File: src/irq_map_pkg.sv
// Shared constants for the interrupt source map and GPIO pair select
package irq_map_pkg;

  // Register bus geometry
  localparam int ADDR_W = 8;
  localparam int DATA_W = 32;

  // Register byte offsets
  localparam logic [7:0] OFF_PAIR_SEL = 8'h00;
  localparam logic [7:0] OFF_TRIG_CFG = 8'h04;
  localparam logic [7:0] OFF_STATUS   = 8'h08;
  localparam logic [7:0] OFF_CLEAR    = 8'h0c;
  localparam logic [7:0] OFF_ENABLE   = 8'h10;
  localparam logic [7:0] OFF_REQ_LO   = 8'h14;
  localparam logic [7:0] OFF_REQ_HI   = 8'h18;

  // Values after reset
  localparam logic [31:0] PAIR_SEL_RST = 32'h0000_0000;
  localparam logic [1:0]  TRIG_RST     = 2'h0;
  localparam logic [2:0]  ENABLE_RST   = 3'h0;

  // Bus answers
  localparam logic [1:0] RESP_OKAY   = 2'h0;
  localparam logic [1:0] RESP_DECERR = 2'h3;

  // Request vector layout
  localparam int REQ_W      = 63;
  localparam int PAIR_BASE  = 34;
  localparam int PAIR_MAX   = 25;
  localparam int EXT_PINS   = 2;
  localparam int LN_RTC     = 2;
  localparam int LN_CRC     = 3;
  localparam int LN_AES     = 4;
  localparam int LN_I2C0    = 5;
  localparam int LN_DMA     = 8;
  localparam int LN_GPIO    = 9;
  localparam int LN_SSP0    = 10;
  localparam int LN_QSPI    = 13;
  localparam int LN_TMR0    = 14;
  localparam int LN_UART0   = 18;
  localparam int LN_WDT     = 22;
  localparam int LN_ADC     = 24;
  localparam int LN_DAC     = 25;
  localparam int LN_ACWAKE  = 26;
  localparam int LN_ANALOG_COMPARATOR   = 27;
  localparam int LN_SDIO    = 28;
  localparam int LN_USB     = 29;
  localparam int LN_PLL     = 31;
  localparam int LN_RCOSC   = 33;
  localparam int LN_ULP     = 60;
  localparam int LN_BROWN   = 61;
  localparam int LN_WLWAKE  = 62;

  // Sticky event bits
  localparam int NUM_EVT  = 3;
  localparam int EVT_EXT0 = 0;
  localparam int EVT_EXT1 = 1;
  localparam int EVT_WDT  = 2;

  // Trigger encoding per external pin
  typedef enum logic {TRIG_LEVEL, TRIG_EDGE} trig_mode_t;

endpackage : irq_map_pkg

File: src/pin_sync.sv
// Three-stage synchroniser with agreement filter for pin inputs
module pin_sync #(
  parameter int W = 1
) (
  // Clock and reset
  input  wire logic         clk_sys,
  input  wire logic         arst_n,
  // Pins and filtered levels
  input  wire logic [W-1:0] pin_in,
  output logic      [W-1:0] level_out
);

  logic [W-1:0] s1_reg;
  logic [W-1:0] s2_reg;
  logic [W-1:0] s3_reg;
  logic [W-1:0] level_reg;
  logic [W-1:0] level_next;

  // A bit moves only once the second and third stages agree
  assign level_next = (~(s2_reg ^ s3_reg) & s3_reg) | ((s2_reg ^ s3_reg) & level_reg);
  assign level_out  = level_reg;

  // First stage feeds only the second
  always_ff @(posedge clk_sys or negedge arst_n) begin
    if (!arst_n) begin
      s1_reg    <= '0;
      s2_reg    <= '0;
      s3_reg    <= '0;
      level_reg <= '0;
    end else begin
      s1_reg    <= pin_in;
      s2_reg    <= s1_reg;
      s3_reg    <= s2_reg;
      level_reg <= level_next;
    end
  end

endmodule // pin_sync

File: src/pair_select_mux.sv
// GPIO pair-select multiplexer for the pin-interrupt lines
module pair_select_mux #(
  parameter int LINES = 25
) (
  // Selects and GPIO levels
  input  wire logic [LINES-1:0]   sel,
  input  wire logic [2*LINES-1:0] gpio,
  output logic      [LINES-1:0]   line_out
);

  initial begin
    if (LINES < 1) $error("pair_select_mux needs at least one line");
  end

  // Set picks the even GPIO of the pair, clear picks the odd one
  for (genvar k = 0; k < LINES; k++) begin : g_pair
    assign line_out[k] = sel[k] ? gpio[2*k] : gpio[2*k+1];
  end

endmodule // pair_select_mux

File: src/irq_source_map_gpio_select.sv
// Interrupt source map onto processor request lines, with GPIO pair select
//
// Decided for this implementation: register access over AXI4-Lite and the address map.
module irq_source_map_gpio_select
#(
  parameter int PAIR_LINES = 25
) (
  // Clock and reset
  input  wire logic                       clk_sys,
  input  wire logic                       arst_n,
  // Register bus, write channels
  input  wire logic [irq_map_pkg::ADDR_W-1:0] s_axi_awaddr,
  input  wire logic                       s_axi_awvalid,
  output logic                            s_axi_awready,
  input  wire logic [irq_map_pkg::DATA_W-1:0] s_axi_wdata,
  input  wire logic [3:0]                 s_axi_wstrb,
  input  wire logic                       s_axi_wvalid,
  output logic                            s_axi_wready,
  output logic [1:0]                      s_axi_bresp,
  output logic                            s_axi_bvalid,
  input  wire logic                       s_axi_bready,
  // Register bus, read channels
  input  wire logic [irq_map_pkg::ADDR_W-1:0] s_axi_araddr,
  input  wire logic                       s_axi_arvalid,
  output logic                            s_axi_arready,
  output logic [irq_map_pkg::DATA_W-1:0]  s_axi_rdata,
  output logic [1:0]                      s_axi_rresp,
  output logic                            s_axi_rvalid,
  input  wire logic                       s_axi_rready,
  // Pins
  input  wire logic [irq_map_pkg::EXT_PINS-1:0] ext_pin,
  input  wire logic [2*PAIR_LINES-1:0]    gpio_pin,
  // On-chip sources, same clock
  input  wire logic                       rtc_req,
  input  wire logic                       checksum_req,
  input  wire logic                       cipher_req,
  input  wire logic [1:0]                 i2c_req,
  input  wire logic                       dma_controller_req,
  input  wire logic                       gpio_unit_req,
  input  wire logic [2:0]                 sync_serial_port_req,
  input  wire logic                       qspi_req,
  input  wire logic [3:0]                 general_timer_req,
  input  wire logic [2:0]                 uart_req,
  input  wire logic                       watchdog_unit_req,
  input  wire logic                       watchdog_unit_timeout,
  input  wire logic                       adc_req,
  input  wire logic                       dac_req,
  input  wire logic                       analog_comparator_wake_req,
  input  wire logic                       analog_comparator_req,
  input  wire logic                       sdio_req,
  input  wire logic                       usb_req,
  input  wire logic                       power_manager_pll_req,
  input  wire logic                       fast_rc_oscillator_req,
  input  wire logic                       ultra_low_power_comparator_req,
  input  wire logic                       brownout_detector_req,
  input  wire logic                       wireless_wake_req,
  // Processor side
  output logic [irq_map_pkg::REQ_W-1:0]   cpu_request_vector,
  output logic                            nonmaskable_line,
  output logic                            irq_out
);
  import irq_map_pkg::*;

  initial begin
    if (PAIR_LINES < 1 || PAIR_LINES > PAIR_MAX) $error("PAIR_LINES must be 1..25");
  end

  // Merge written bytes into an old word
  function automatic logic [31:0] merge_bytes(input logic [31:0] old_w,
                                              input logic [31:0] new_w,
                                              input logic [3:0]  strb);
    logic [31:0] res;
    res = old_w;
    for (int b = 0; b < 4; b++) begin
      if (strb[b]) res[8*b +: 8] = new_w[8*b +: 8];
    end
    return res;
  endfunction

  // Register state
  logic [PAIR_LINES-1:0] pair_sel_reg;
  logic [1:0]            trig_cfg_reg;
  logic [NUM_EVT-1:0]    status_reg;
  logic [NUM_EVT-1:0]    status_next;
  logic [NUM_EVT-1:0]    enable_reg;
  logic [REQ_W-1:0]      req_vec_reg;
  logic [REQ_W-1:0]      req_vec_next;
  logic                  nmi_reg;
  logic                  irq_reg;
  logic [1:0]            ext_prev_reg;
  logic                  wdt_prev_reg;

  // Bus state
  logic                  aw_held_reg;
  logic                  w_held_reg;
  logic [ADDR_W-1:0]     awaddr_reg;
  logic [31:0]           wdata_reg;
  logic [3:0]            wstrb_reg;
  logic                  bvalid_reg;
  logic [1:0]            bresp_reg;
  logic                  awready_reg;
  logic                  wready_reg;
  logic                  arready_reg;
  logic                  rvalid_reg;
  logic [31:0]           rdata_reg;
  logic [1:0]            rresp_reg;

  // Synchronised pins and pair mux
  logic [EXT_PINS-1:0]     ext_lvl;
  logic [2*PAIR_LINES-1:0] gpio_lvl;
  logic [PAIR_LINES-1:0]   pair_line;

  pin_sync #(.W(EXT_PINS)) u_ext_sync (
    .clk_sys   (clk_sys),
    .arst_n    (arst_n),
    .pin_in    (ext_pin),
    .level_out (ext_lvl)
  );

  pin_sync #(.W(2*PAIR_LINES)) u_gpio_sync (
    .clk_sys   (clk_sys),
    .arst_n    (arst_n),
    .pin_in    (gpio_pin),
    .level_out (gpio_lvl)
  );

  pair_select_mux #(.LINES(PAIR_LINES)) u_pair_mux (
    .sel      (pair_sel_reg),
    .gpio     (gpio_lvl),
    .line_out (pair_line)
  );

  // Write channel decode
  logic       aw_take;
  logic       w_take;
  logic       wr_fire;
  logic [7:0] wr_off;
  logic       wr_hit;
  assign aw_take = s_axi_awvalid & awready_reg;
  assign w_take  = s_axi_wvalid & wready_reg;
  assign wr_fire = aw_held_reg & w_held_reg & ~bvalid_reg;
  assign wr_off  = {awaddr_reg[ADDR_W-1:2], 2'b00};
  assign wr_hit  = (wr_off == OFF_PAIR_SEL) | (wr_off == OFF_TRIG_CFG) |
                   (wr_off == OFF_CLEAR) | (wr_off == OFF_ENABLE);

  logic [31:0] pair_merged;
  logic [31:0] trig_merged;
  logic [31:0] enable_merged;
  logic [31:0] clear_word;
  assign pair_merged   = merge_bytes(32'(pair_sel_reg), wdata_reg, wstrb_reg);
  assign trig_merged   = merge_bytes(32'(trig_cfg_reg), wdata_reg, wstrb_reg);
  assign enable_merged = merge_bytes(32'(enable_reg), wdata_reg, wstrb_reg);
  assign clear_word    = merge_bytes(32'h0000_0000, wdata_reg, wstrb_reg);

  logic wr_pair;
  logic wr_trig;
  logic wr_enable;
  logic wr_clear;
  assign wr_pair   = wr_fire & (wr_off == OFF_PAIR_SEL);
  assign wr_trig   = wr_fire & (wr_off == OFF_TRIG_CFG);
  assign wr_enable = wr_fire & (wr_off == OFF_ENABLE);
  assign wr_clear  = wr_fire & (wr_off == OFF_CLEAR);

  // Sticky events; a new event beats a clear in the same cycle
  logic [NUM_EVT-1:0] evt_set;
  logic [NUM_EVT-1:0] evt_clr;
  assign evt_set[EVT_EXT0] = ext_lvl[0] & ~ext_prev_reg[0];
  assign evt_set[EVT_EXT1] = ext_lvl[1] & ~ext_prev_reg[1];
  assign evt_set[EVT_WDT]  = watchdog_unit_timeout & ~wdt_prev_reg;
  assign evt_clr     = wr_clear ? clear_word[NUM_EVT-1:0] : '0;
  assign status_next = (status_reg & ~evt_clr) | evt_set;

  // External pins: level follows the pin, edge holds until cleared
  logic [EXT_PINS-1:0] ext_line;
  for (genvar p = 0; p < EXT_PINS; p++) begin : g_ext
    assign ext_line[p] = (trig_mode_t'(trig_cfg_reg[p]) == TRIG_EDGE) ?
                         status_reg[p] : ext_lvl[p];
  end

  // Request vector assembly, one line per source
  assign req_vec_next[1:0]              = ext_line;
  assign req_vec_next[LN_RTC]           = rtc_req;
  assign req_vec_next[LN_CRC]           = checksum_req;
  assign req_vec_next[LN_AES]           = cipher_req;
  assign req_vec_next[LN_I2C0 +: 2]     = i2c_req;
  assign req_vec_next[7]                = 1'b0;
  assign req_vec_next[LN_DMA]           = dma_controller_req;
  assign req_vec_next[LN_GPIO]          = gpio_unit_req;
  assign req_vec_next[LN_SSP0 +: 3]     = sync_serial_port_req;
  assign req_vec_next[LN_QSPI]          = qspi_req;
  assign req_vec_next[LN_TMR0 +: 4]     = general_timer_req;
  assign req_vec_next[LN_UART0 +: 3]    = uart_req;
  assign req_vec_next[21]               = 1'b0;
  assign req_vec_next[LN_WDT]           = watchdog_unit_req;
  assign req_vec_next[23]               = 1'b0;
  assign req_vec_next[LN_ADC]           = adc_req;
  assign req_vec_next[LN_DAC]           = dac_req;
  assign req_vec_next[LN_ACWAKE]        = analog_comparator_wake_req;
  assign req_vec_next[LN_ANALOG_COMPARATOR]         = analog_comparator_req;
  assign req_vec_next[LN_SDIO]          = sdio_req;
  assign req_vec_next[LN_USB]           = usb_req;
  assign req_vec_next[30]               = 1'b0;
  assign req_vec_next[LN_PLL]           = power_manager_pll_req;
  assign req_vec_next[32]               = 1'b0;
  assign req_vec_next[LN_RCOSC]         = fast_rc_oscillator_req;
  assign req_vec_next[LN_ULP]           = ultra_low_power_comparator_req;
  assign req_vec_next[LN_BROWN]         = brownout_detector_req;
  assign req_vec_next[LN_WLWAKE]        = wireless_wake_req;
  assign req_vec_next[59]               = 1'b0;

  // Pin lines beyond the configured pair count stay quiet
  for (genvar k = 0; k < PAIR_MAX; k++) begin : g_pin_line
    if (k < PAIR_LINES) begin : g_used
      assign req_vec_next[PAIR_BASE+k] = pair_line[k];
    end else begin : g_unused
      assign req_vec_next[PAIR_BASE+k] = 1'b0;
    end
  end

  // Read decode
  logic       ar_take;
  logic [7:0] rd_off;
  logic       rd_hit;
  logic [31:0] rd_word;
  assign ar_take = s_axi_arvalid & arready_reg;
  assign rd_off  = {s_axi_araddr[ADDR_W-1:2], 2'b00};
  assign rd_hit  = (rd_off == OFF_PAIR_SEL) | (rd_off == OFF_TRIG_CFG) |
                   (rd_off == OFF_STATUS) | (rd_off == OFF_CLEAR) |
                   (rd_off == OFF_ENABLE) | (rd_off == OFF_REQ_LO) | (rd_off == OFF_REQ_HI);
  assign rd_word = (rd_off == OFF_PAIR_SEL) ? 32'(pair_sel_reg) :
                   (rd_off == OFF_TRIG_CFG) ? 32'(trig_cfg_reg) :
                   (rd_off == OFF_STATUS)   ? 32'(status_reg)   :
                   (rd_off == OFF_ENABLE)   ? 32'(enable_reg)   :
                   (rd_off == OFF_REQ_LO)   ? req_vec_reg[31:0] :
                   (rd_off == OFF_REQ_HI)   ? 32'(req_vec_reg[REQ_W-1:32]) : 32'h0000_0000;

  // Control registers
  always_ff @(posedge clk_sys or negedge arst_n) begin
    if (!arst_n) begin
      pair_sel_reg <= PAIR_SEL_RST[PAIR_LINES-1:0];
      trig_cfg_reg <= TRIG_RST;
      enable_reg   <= ENABLE_RST;
      status_reg   <= '0;
      ext_prev_reg <= '0;
      wdt_prev_reg <= 1'b0;
    end else begin
      if (wr_pair) pair_sel_reg <= pair_merged[PAIR_LINES-1:0];
      if (wr_trig) trig_cfg_reg <= trig_merged[1:0];
      if (wr_enable) enable_reg <= enable_merged[NUM_EVT-1:0];
      status_reg   <= status_next;
      ext_prev_reg <= ext_lvl;
      wdt_prev_reg <= watchdog_unit_timeout;
    end
  end

  // Outputs to the processor, all registered
  always_ff @(posedge clk_sys or negedge arst_n) begin
    if (!arst_n) begin
      req_vec_reg <= '0;
      nmi_reg     <= 1'b0;
      irq_reg     <= 1'b0;
    end else begin
      req_vec_reg <= req_vec_next;
      nmi_reg     <= watchdog_unit_timeout;
      irq_reg     <= |(status_next & enable_reg);
    end
  end

  // Write side: address and data taken in either order, then one response
  always_ff @(posedge clk_sys or negedge arst_n) begin
    if (!arst_n) begin
      aw_held_reg <= 1'b0;
      w_held_reg  <= 1'b0;
      awaddr_reg  <= '0;
      wdata_reg   <= '0;
      wstrb_reg   <= '0;
      bvalid_reg  <= 1'b0;
      bresp_reg   <= RESP_OKAY;
      awready_reg <= 1'b0;
      wready_reg  <= 1'b0;
    end else begin
      if (aw_take) awaddr_reg <= s_axi_awaddr;
      if (w_take) begin
        wdata_reg <= s_axi_wdata;
        wstrb_reg <= s_axi_wstrb;
      end
      aw_held_reg <= (aw_held_reg | aw_take) & ~wr_fire;
      w_held_reg  <= (w_held_reg | w_take) & ~wr_fire;
      awready_reg <= ~((aw_held_reg | aw_take) & ~wr_fire) & ~awready_reg;
      wready_reg  <= ~((w_held_reg | w_take) & ~wr_fire) & ~wready_reg;
      if (wr_fire) begin
        bvalid_reg <= 1'b1;
        bresp_reg  <= wr_hit ? RESP_OKAY : RESP_DECERR;
      end else if (s_axi_bready) begin
        bvalid_reg <= 1'b0;
      end
    end
  end

  // Read side: one read at a time, ready drops while data waits
  always_ff @(posedge clk_sys or negedge arst_n) begin
    if (!arst_n) begin
      arready_reg <= 1'b0;
      rvalid_reg  <= 1'b0;
      rdata_reg   <= '0;
      rresp_reg   <= RESP_OKAY;
    end else begin
      if (ar_take) begin
        rvalid_reg <= 1'b1;
        rdata_reg  <= rd_word;
        rresp_reg  <= rd_hit ? RESP_OKAY : RESP_DECERR;
      end else if (s_axi_rready) begin
        rvalid_reg <= 1'b0;
      end
      arready_reg <= ~ar_take & ~(rvalid_reg & ~s_axi_rready) & ~arready_reg;
    end
  end

  // Port drive
  assign s_axi_awready      = awready_reg;
  assign s_axi_wready       = wready_reg;
  assign s_axi_bvalid       = bvalid_reg;
  assign s_axi_bresp        = bresp_reg;
  assign s_axi_arready      = arready_reg;
  assign s_axi_rvalid       = rvalid_reg;
  assign s_axi_rdata        = rdata_reg;
  assign s_axi_rresp        = rresp_reg;
  assign cpu_request_vector = req_vec_reg;
  assign nonmaskable_line   = nmi_reg;
  assign irq_out            = irq_reg;
endmodule // irq_source_map_gpio_select

File: config.mk
export PLATFORM = sky130hd
export DESIGN_NAME = irq_source_map_gpio_select
export DESIGN_NICKNAME = d
export VERILOG_FILES = /design/src/irq_map_pkg.sv /design/src/pin_sync.sv /design/src/pair_select_mux.sv /design/src/irq_source_map_gpio_select.sv
export SDC_FILE = /design/constraint.sdc
export NUM_CORES = 1
export LEC_CHECK = 0
export ABC_CLOCK_PERIOD_IN_PS = 2050
export BUFFER_PORTS_ARGS = -buffer_cell sky130_fd_sc_hd__buf_2
export CAP_MARGIN = 30
export CORE_UTILIZATION = 45
export DETAILED_ROUTE_END_ITERATION = 7
export PLACE_DENSITY = 0.67
export SLEW_MARGIN = 0
export SYNTH_ARGS = -nofsm -noshare
export SYNTH_HDL_FRONTEND = slang
export SYNTH_SLANG_ARGS = --single-unit
File: constraint.sdc
create_clock -name clk_sys -period 2.05 [get_ports clk_sys]
set_input_delay 0.1025 -clock clk_sys [delete_from_list [all_inputs] [get_ports clk_sys]]
set_output_delay 0.1025 -clock clk_sys [all_outputs]
set_load 0.005 [all_outputs]
==> flow_summary.rst <==
.. list-table::
   :header-rows: 1

   * - Metric
     - Value
   * - Status
     - completed
   * - Max-slew violations
     - 0
   * - Number of levels the H-tree was split into
     - 2
   * - First-iteration detailed-routing DRC count
     - 390
   * - Area used by multi-input combinational logic
     - between 0.002 and 0.003 mm^2
   * - Number of buffers created by CTS
     - 39
   * - Unrepaired setup endpoints after global routing
     - false
   * - Reg-to-reg slack, setup
     - 0.11 ns
   * - Vertical extent of the die
     - between 150 and 200 um
   * - Total GRT Usage
     - between 10% and 20%
   * - Max-cap violation count
     - 0
   * - Area of the core region
     - ~0.027 mm^2
   * - Antenna Violating Nets Remaining
     - 0
   * - Number of sinks driven by the clock tree
     - about 380
   * - Final clock skew
     - 0.0159 ns
   * - Count of TritonRoute iterations in the first routing pass
     - 5
   * - Maximum root-to-sink buffer count
     - 3
   * - Via count of the first global-routing pass
     - 7952
   * - Setup TNS Final
     - 0 ns
   * - Post-synthesis to final-layout area growth
     - 34.0%
   * - Worst setup path startpoint
     - awaddr_reg[4]
   * - Top-Level Pins
     - between 200 and 250
   * - Final routed wirelength across all metal layers
     - approximately 27000 um
   * - CTS tree
     - yes
   * - Post-synthesis cell type count
     - 40
   * - Type of element launching the critical path
     - flop
   * - Leak pwr
     - between 7 and 8 nW
   * - Final count of negative-setup-slack endpoints
     - 0
   * - Clock Latency Late Sink
     - around 0.5 ns
   * - Antenna violations before repair
     - 1
   * - Drc violations
     - 0
   * - Number of enable-type register cells in the synthesized netlist
     - 0
   * - Global-route wire length before repair
     - approximately 43000 um
   * - Clk pwr share
     - between 30% and 40%
   * - Row count
     - 60
   * - Average size of a mapped cell
     - 16.7 um^2
   * - Gp weighted congestion
     - a little under 0.8
   * - Number of setup buffers added after CTS
     - 0
   * - Arrival time of the worst setup path
     - 2.33 ns
   * - Predominant post-synthesis flop cell
     - sky130_fd_sc_hd__dfrtp_1
   * - Part of the power in registers
     - between 50% and 60%
   * - Number of cell instances on the worst register-to-register path
     - 5
   * - Hold-fix buffers, CTS
     - 121
   * - Worst setup endpoint
     - pair_sel_reg[15]
   * - Fraction of final layout cells with drive strength greater than 1
     - a little over a third
   * - Reg-to-reg endpoint
     - pair_sel_reg[15]
   * - Rel. slew slack
     - about two thirds
   * - Category of the most critical setup path
     - flop to flop
   * - Pin count of the biggest net entering global routing
     - 67
   * - Effective utilization at floorplan
     - between 40% and 50%
   * - Cell count after synthesis
     - 735
   * - Worst vdd rail ir drop
     - 0.000777 V
   * - Post-layout minimum cycle time
     - between 1.5 and 2 ns
   * - Post-synth ARST share
     - 100%
   * - Cell Int Power
     - about 14 mW
   * - Port Buffers
     - 230
   * - Data required time at the worst endpoint
     - 2.44 ns
   * - Vias/cell
     - ~4.9
   * - Final period utilization
     - 94.5%
   * - Max frequency
     - a little over 500 MHz
   * - Type of element capturing the critical path
     - flop
   * - Switching component of the power
     - about 4.6 mW
   * - Register area share after synthesis
     - 77.2%
   * - Number of gates resized after CTS
     - 0
   * - Biggest area contributors in the synthesized netlist
     - sky130_fd_sc_hd__dfrtp_1, sky130_fd_sc_hd__mux2_2, sky130_fd_sc_hd__maj3_1
   * - Die ar.
     - approximately 0.028 mm^2
   * - Synthesis warning total
     - 0
   * - Number of nets in the layout
     - 1270
   * - Switching Share
     - roughly a quarter
   * - Layout filler cell count
     - 2006
   * - Clk slew on worst S/H paths
     - ~0.050 ns
   * - Pwr per Cell Area
     - roughly 1100 mW/mm^2
   * - Congestion Overflow GR
     - 0
   * - Post-Synthesis Cell Area
     - about 0.012 mm^2
   * - Crit path max fanout
     - 8
   * - Slew of the pin with the lowest slew margin
     - just under 0.5 ns
   * - Dominant cell type by area after synthesis
     - sky130_fd_sc_hd__dfrtp_1
   * - Hold WC Path Type
     - input port to flop
   * - Area taken by flip-flops and latches
     - 0.00946 mm^2
   * - DIE WIDTH
     - roughly 170 um
   * - Share of the synthesized area in the top cell type
     - between 70% and 80%
   * - Total number of vias
     - ~7400
   * - Sum of net half-perimeters after detailed placement
     - 16900 um
   * - Routed len/inst
     - ~18 um
   * - Launch instance of the worst register-to-register path
     - awaddr_reg[4]
   * - Final cell utilization of the core
     - around three fifths
   * - Final Hold Viols
     - 0
   * - Cell at the root of the clock tree
     - sky130_fd_sc_hd__clkbuf_16
   * - Combinational share of power
     - a little over an eighth
   * - Flops & latches, synth
     - roughly 380
==> cells in the final DEF (no fill, tap or decap), types with 9 or more instances in the layout <==
cell type / n
sky130_fd_sc_hd__a22oi_1: 19
sky130_fd_sc_hd__buf_2: 229
sky130_fd_sc_hd__buf_4: 18
sky130_fd_sc_hd__clkbuf_1: 12
sky130_fd_sc_hd__clkbuf_16: 39
sky130_fd_sc_hd__clkbuf_8: 9
sky130_fd_sc_hd__dfrtp_1: 378
sky130_fd_sc_hd__dlygate4sd3_1: 121
sky130_fd_sc_hd__maj3_1: 52
sky130_fd_sc_hd__mux2_2: 91
sky130_fd_sc_hd__nand2_1: 30
sky130_fd_sc_hd__nand3_1: 42
sky130_fd_sc_hd__nor2_1: 14
sky130_fd_sc_hd__o21ai_0: 10
==> cell usage after synthesis, drive strengths merged, types with 2 or more instances <==
cell    number
nand3b       3
mux2i        4
nand3       42
clkbuf      14
buf         13
maj3        52
a21o         4
dfrtp      378
inv          8
a21boi       2
a22oi       19
a21oi        6
nor3         2
nand2       35
a221oi       3
a22o         3
nor2b        7
nor2        14
o21ai       10
nand4        2
nor4         5
a222oi       4
mux2        92
o211ai       2
==> per-stage QoR <==
stage | power [mW] | hold slack (ns) | instances | setup slack [ns] | area, um^2
after floorplan | 10.6 | -0.193 | 740 | 0.252 | 12300
after global placement | 11.8 | 0.0659 | 1307 | 0.108 | 14000
after detailed placement | 11.9 | 0.0654 | 1307 | 0.0873 | 14000
after CTS | 18.8 | 0.0476 | 1496 | 0.0778 | 16400
after global routing | 19.5 | 0.0904 | 1497 | 0.0158 | 16400
final | 18.6 | 0.0721 | 1497 | 0.113 | 16400
==> cell families (layout without fill, tap and decap cells) <==
kind of cell / Yosys count / in the layout / synth area share [%]
other cells: 1 / 7 / 0.0306
buf+inv: 35 / 450 / 1.37
flops: 378 / 378 / 77.2
simple gates: 115 / 115 / 4.94
mux: 96 / 96 / 8.78
fa+ha+maj: 52 / 52 / 4.25
compound gates: 58 / 58 / 3.40
==> worst max-delay path, cell delays in order, from the launching register on <==
cell and delay, ns:
sky130_fd_sc_hd__dfrtp_1 0.40, sky130_fd_sc_hd__or4_4 0.56, sky130_fd_sc_hd__nor4_4 0.14, sky130_fd_sc_hd__buf_4 0.20, sky130_fd_sc_hd__nand2_2 0.17, sky130_fd_sc_hd__mux2_1 0.35
==> power by group through the flow <==
stage,sequential (mW),clock (mW),combinational (mW)
finish,9.47,6.67,2.46
CTS,9.47,6.84,2.48
global route,9.62,7.14,2.69
floorplan,9.33,0,1.31
global placement,9.54,0,2.22
detailed placement,9.58,0,2.29
==> how the worst min path moves through the flow <==
stage,cells after the start,end,slack (ns),from
floorplan,0,asynchronous set/reset pin,-0.19,arst_n
global placement,1,u_gpio_sync.s1_reg[33],0.07,arst_n
detailed placement,1,u_gpio_sync.s1_reg[33],0.07,arst_n
CTS,3,s_axi_rresp[0],0.05,s_axi_araddr[4]
global route,3,s_axi_rdata[1],0.09,s_axi_araddr[4]
finish,3,s_axi_rresp[0],0.07,s_axi_araddr[4]
==> routing by layer <==
metal	vias to the layer above	GRT usage [%]	share of wire (%)
met3	35	3.66	5.6
li1	3336	-	-
met5	-	0	0
met4	0	5.31	1.5
met1	3769	26.7	43
met2	246	33.4	50
==> final cells by class <==
type                    count  share of cell area [%]
clock inverters             8                   0.465
multi-input cells         327                    16.2
clock buffers              60                    6.98
repair buffers            374                    15.9
well taps                 341                    2.60
flip-flops and latches    378                    57.6
inverters                   8                   0.183
diodes                      1                  0.0152
(Power assumes the default switching activity.)
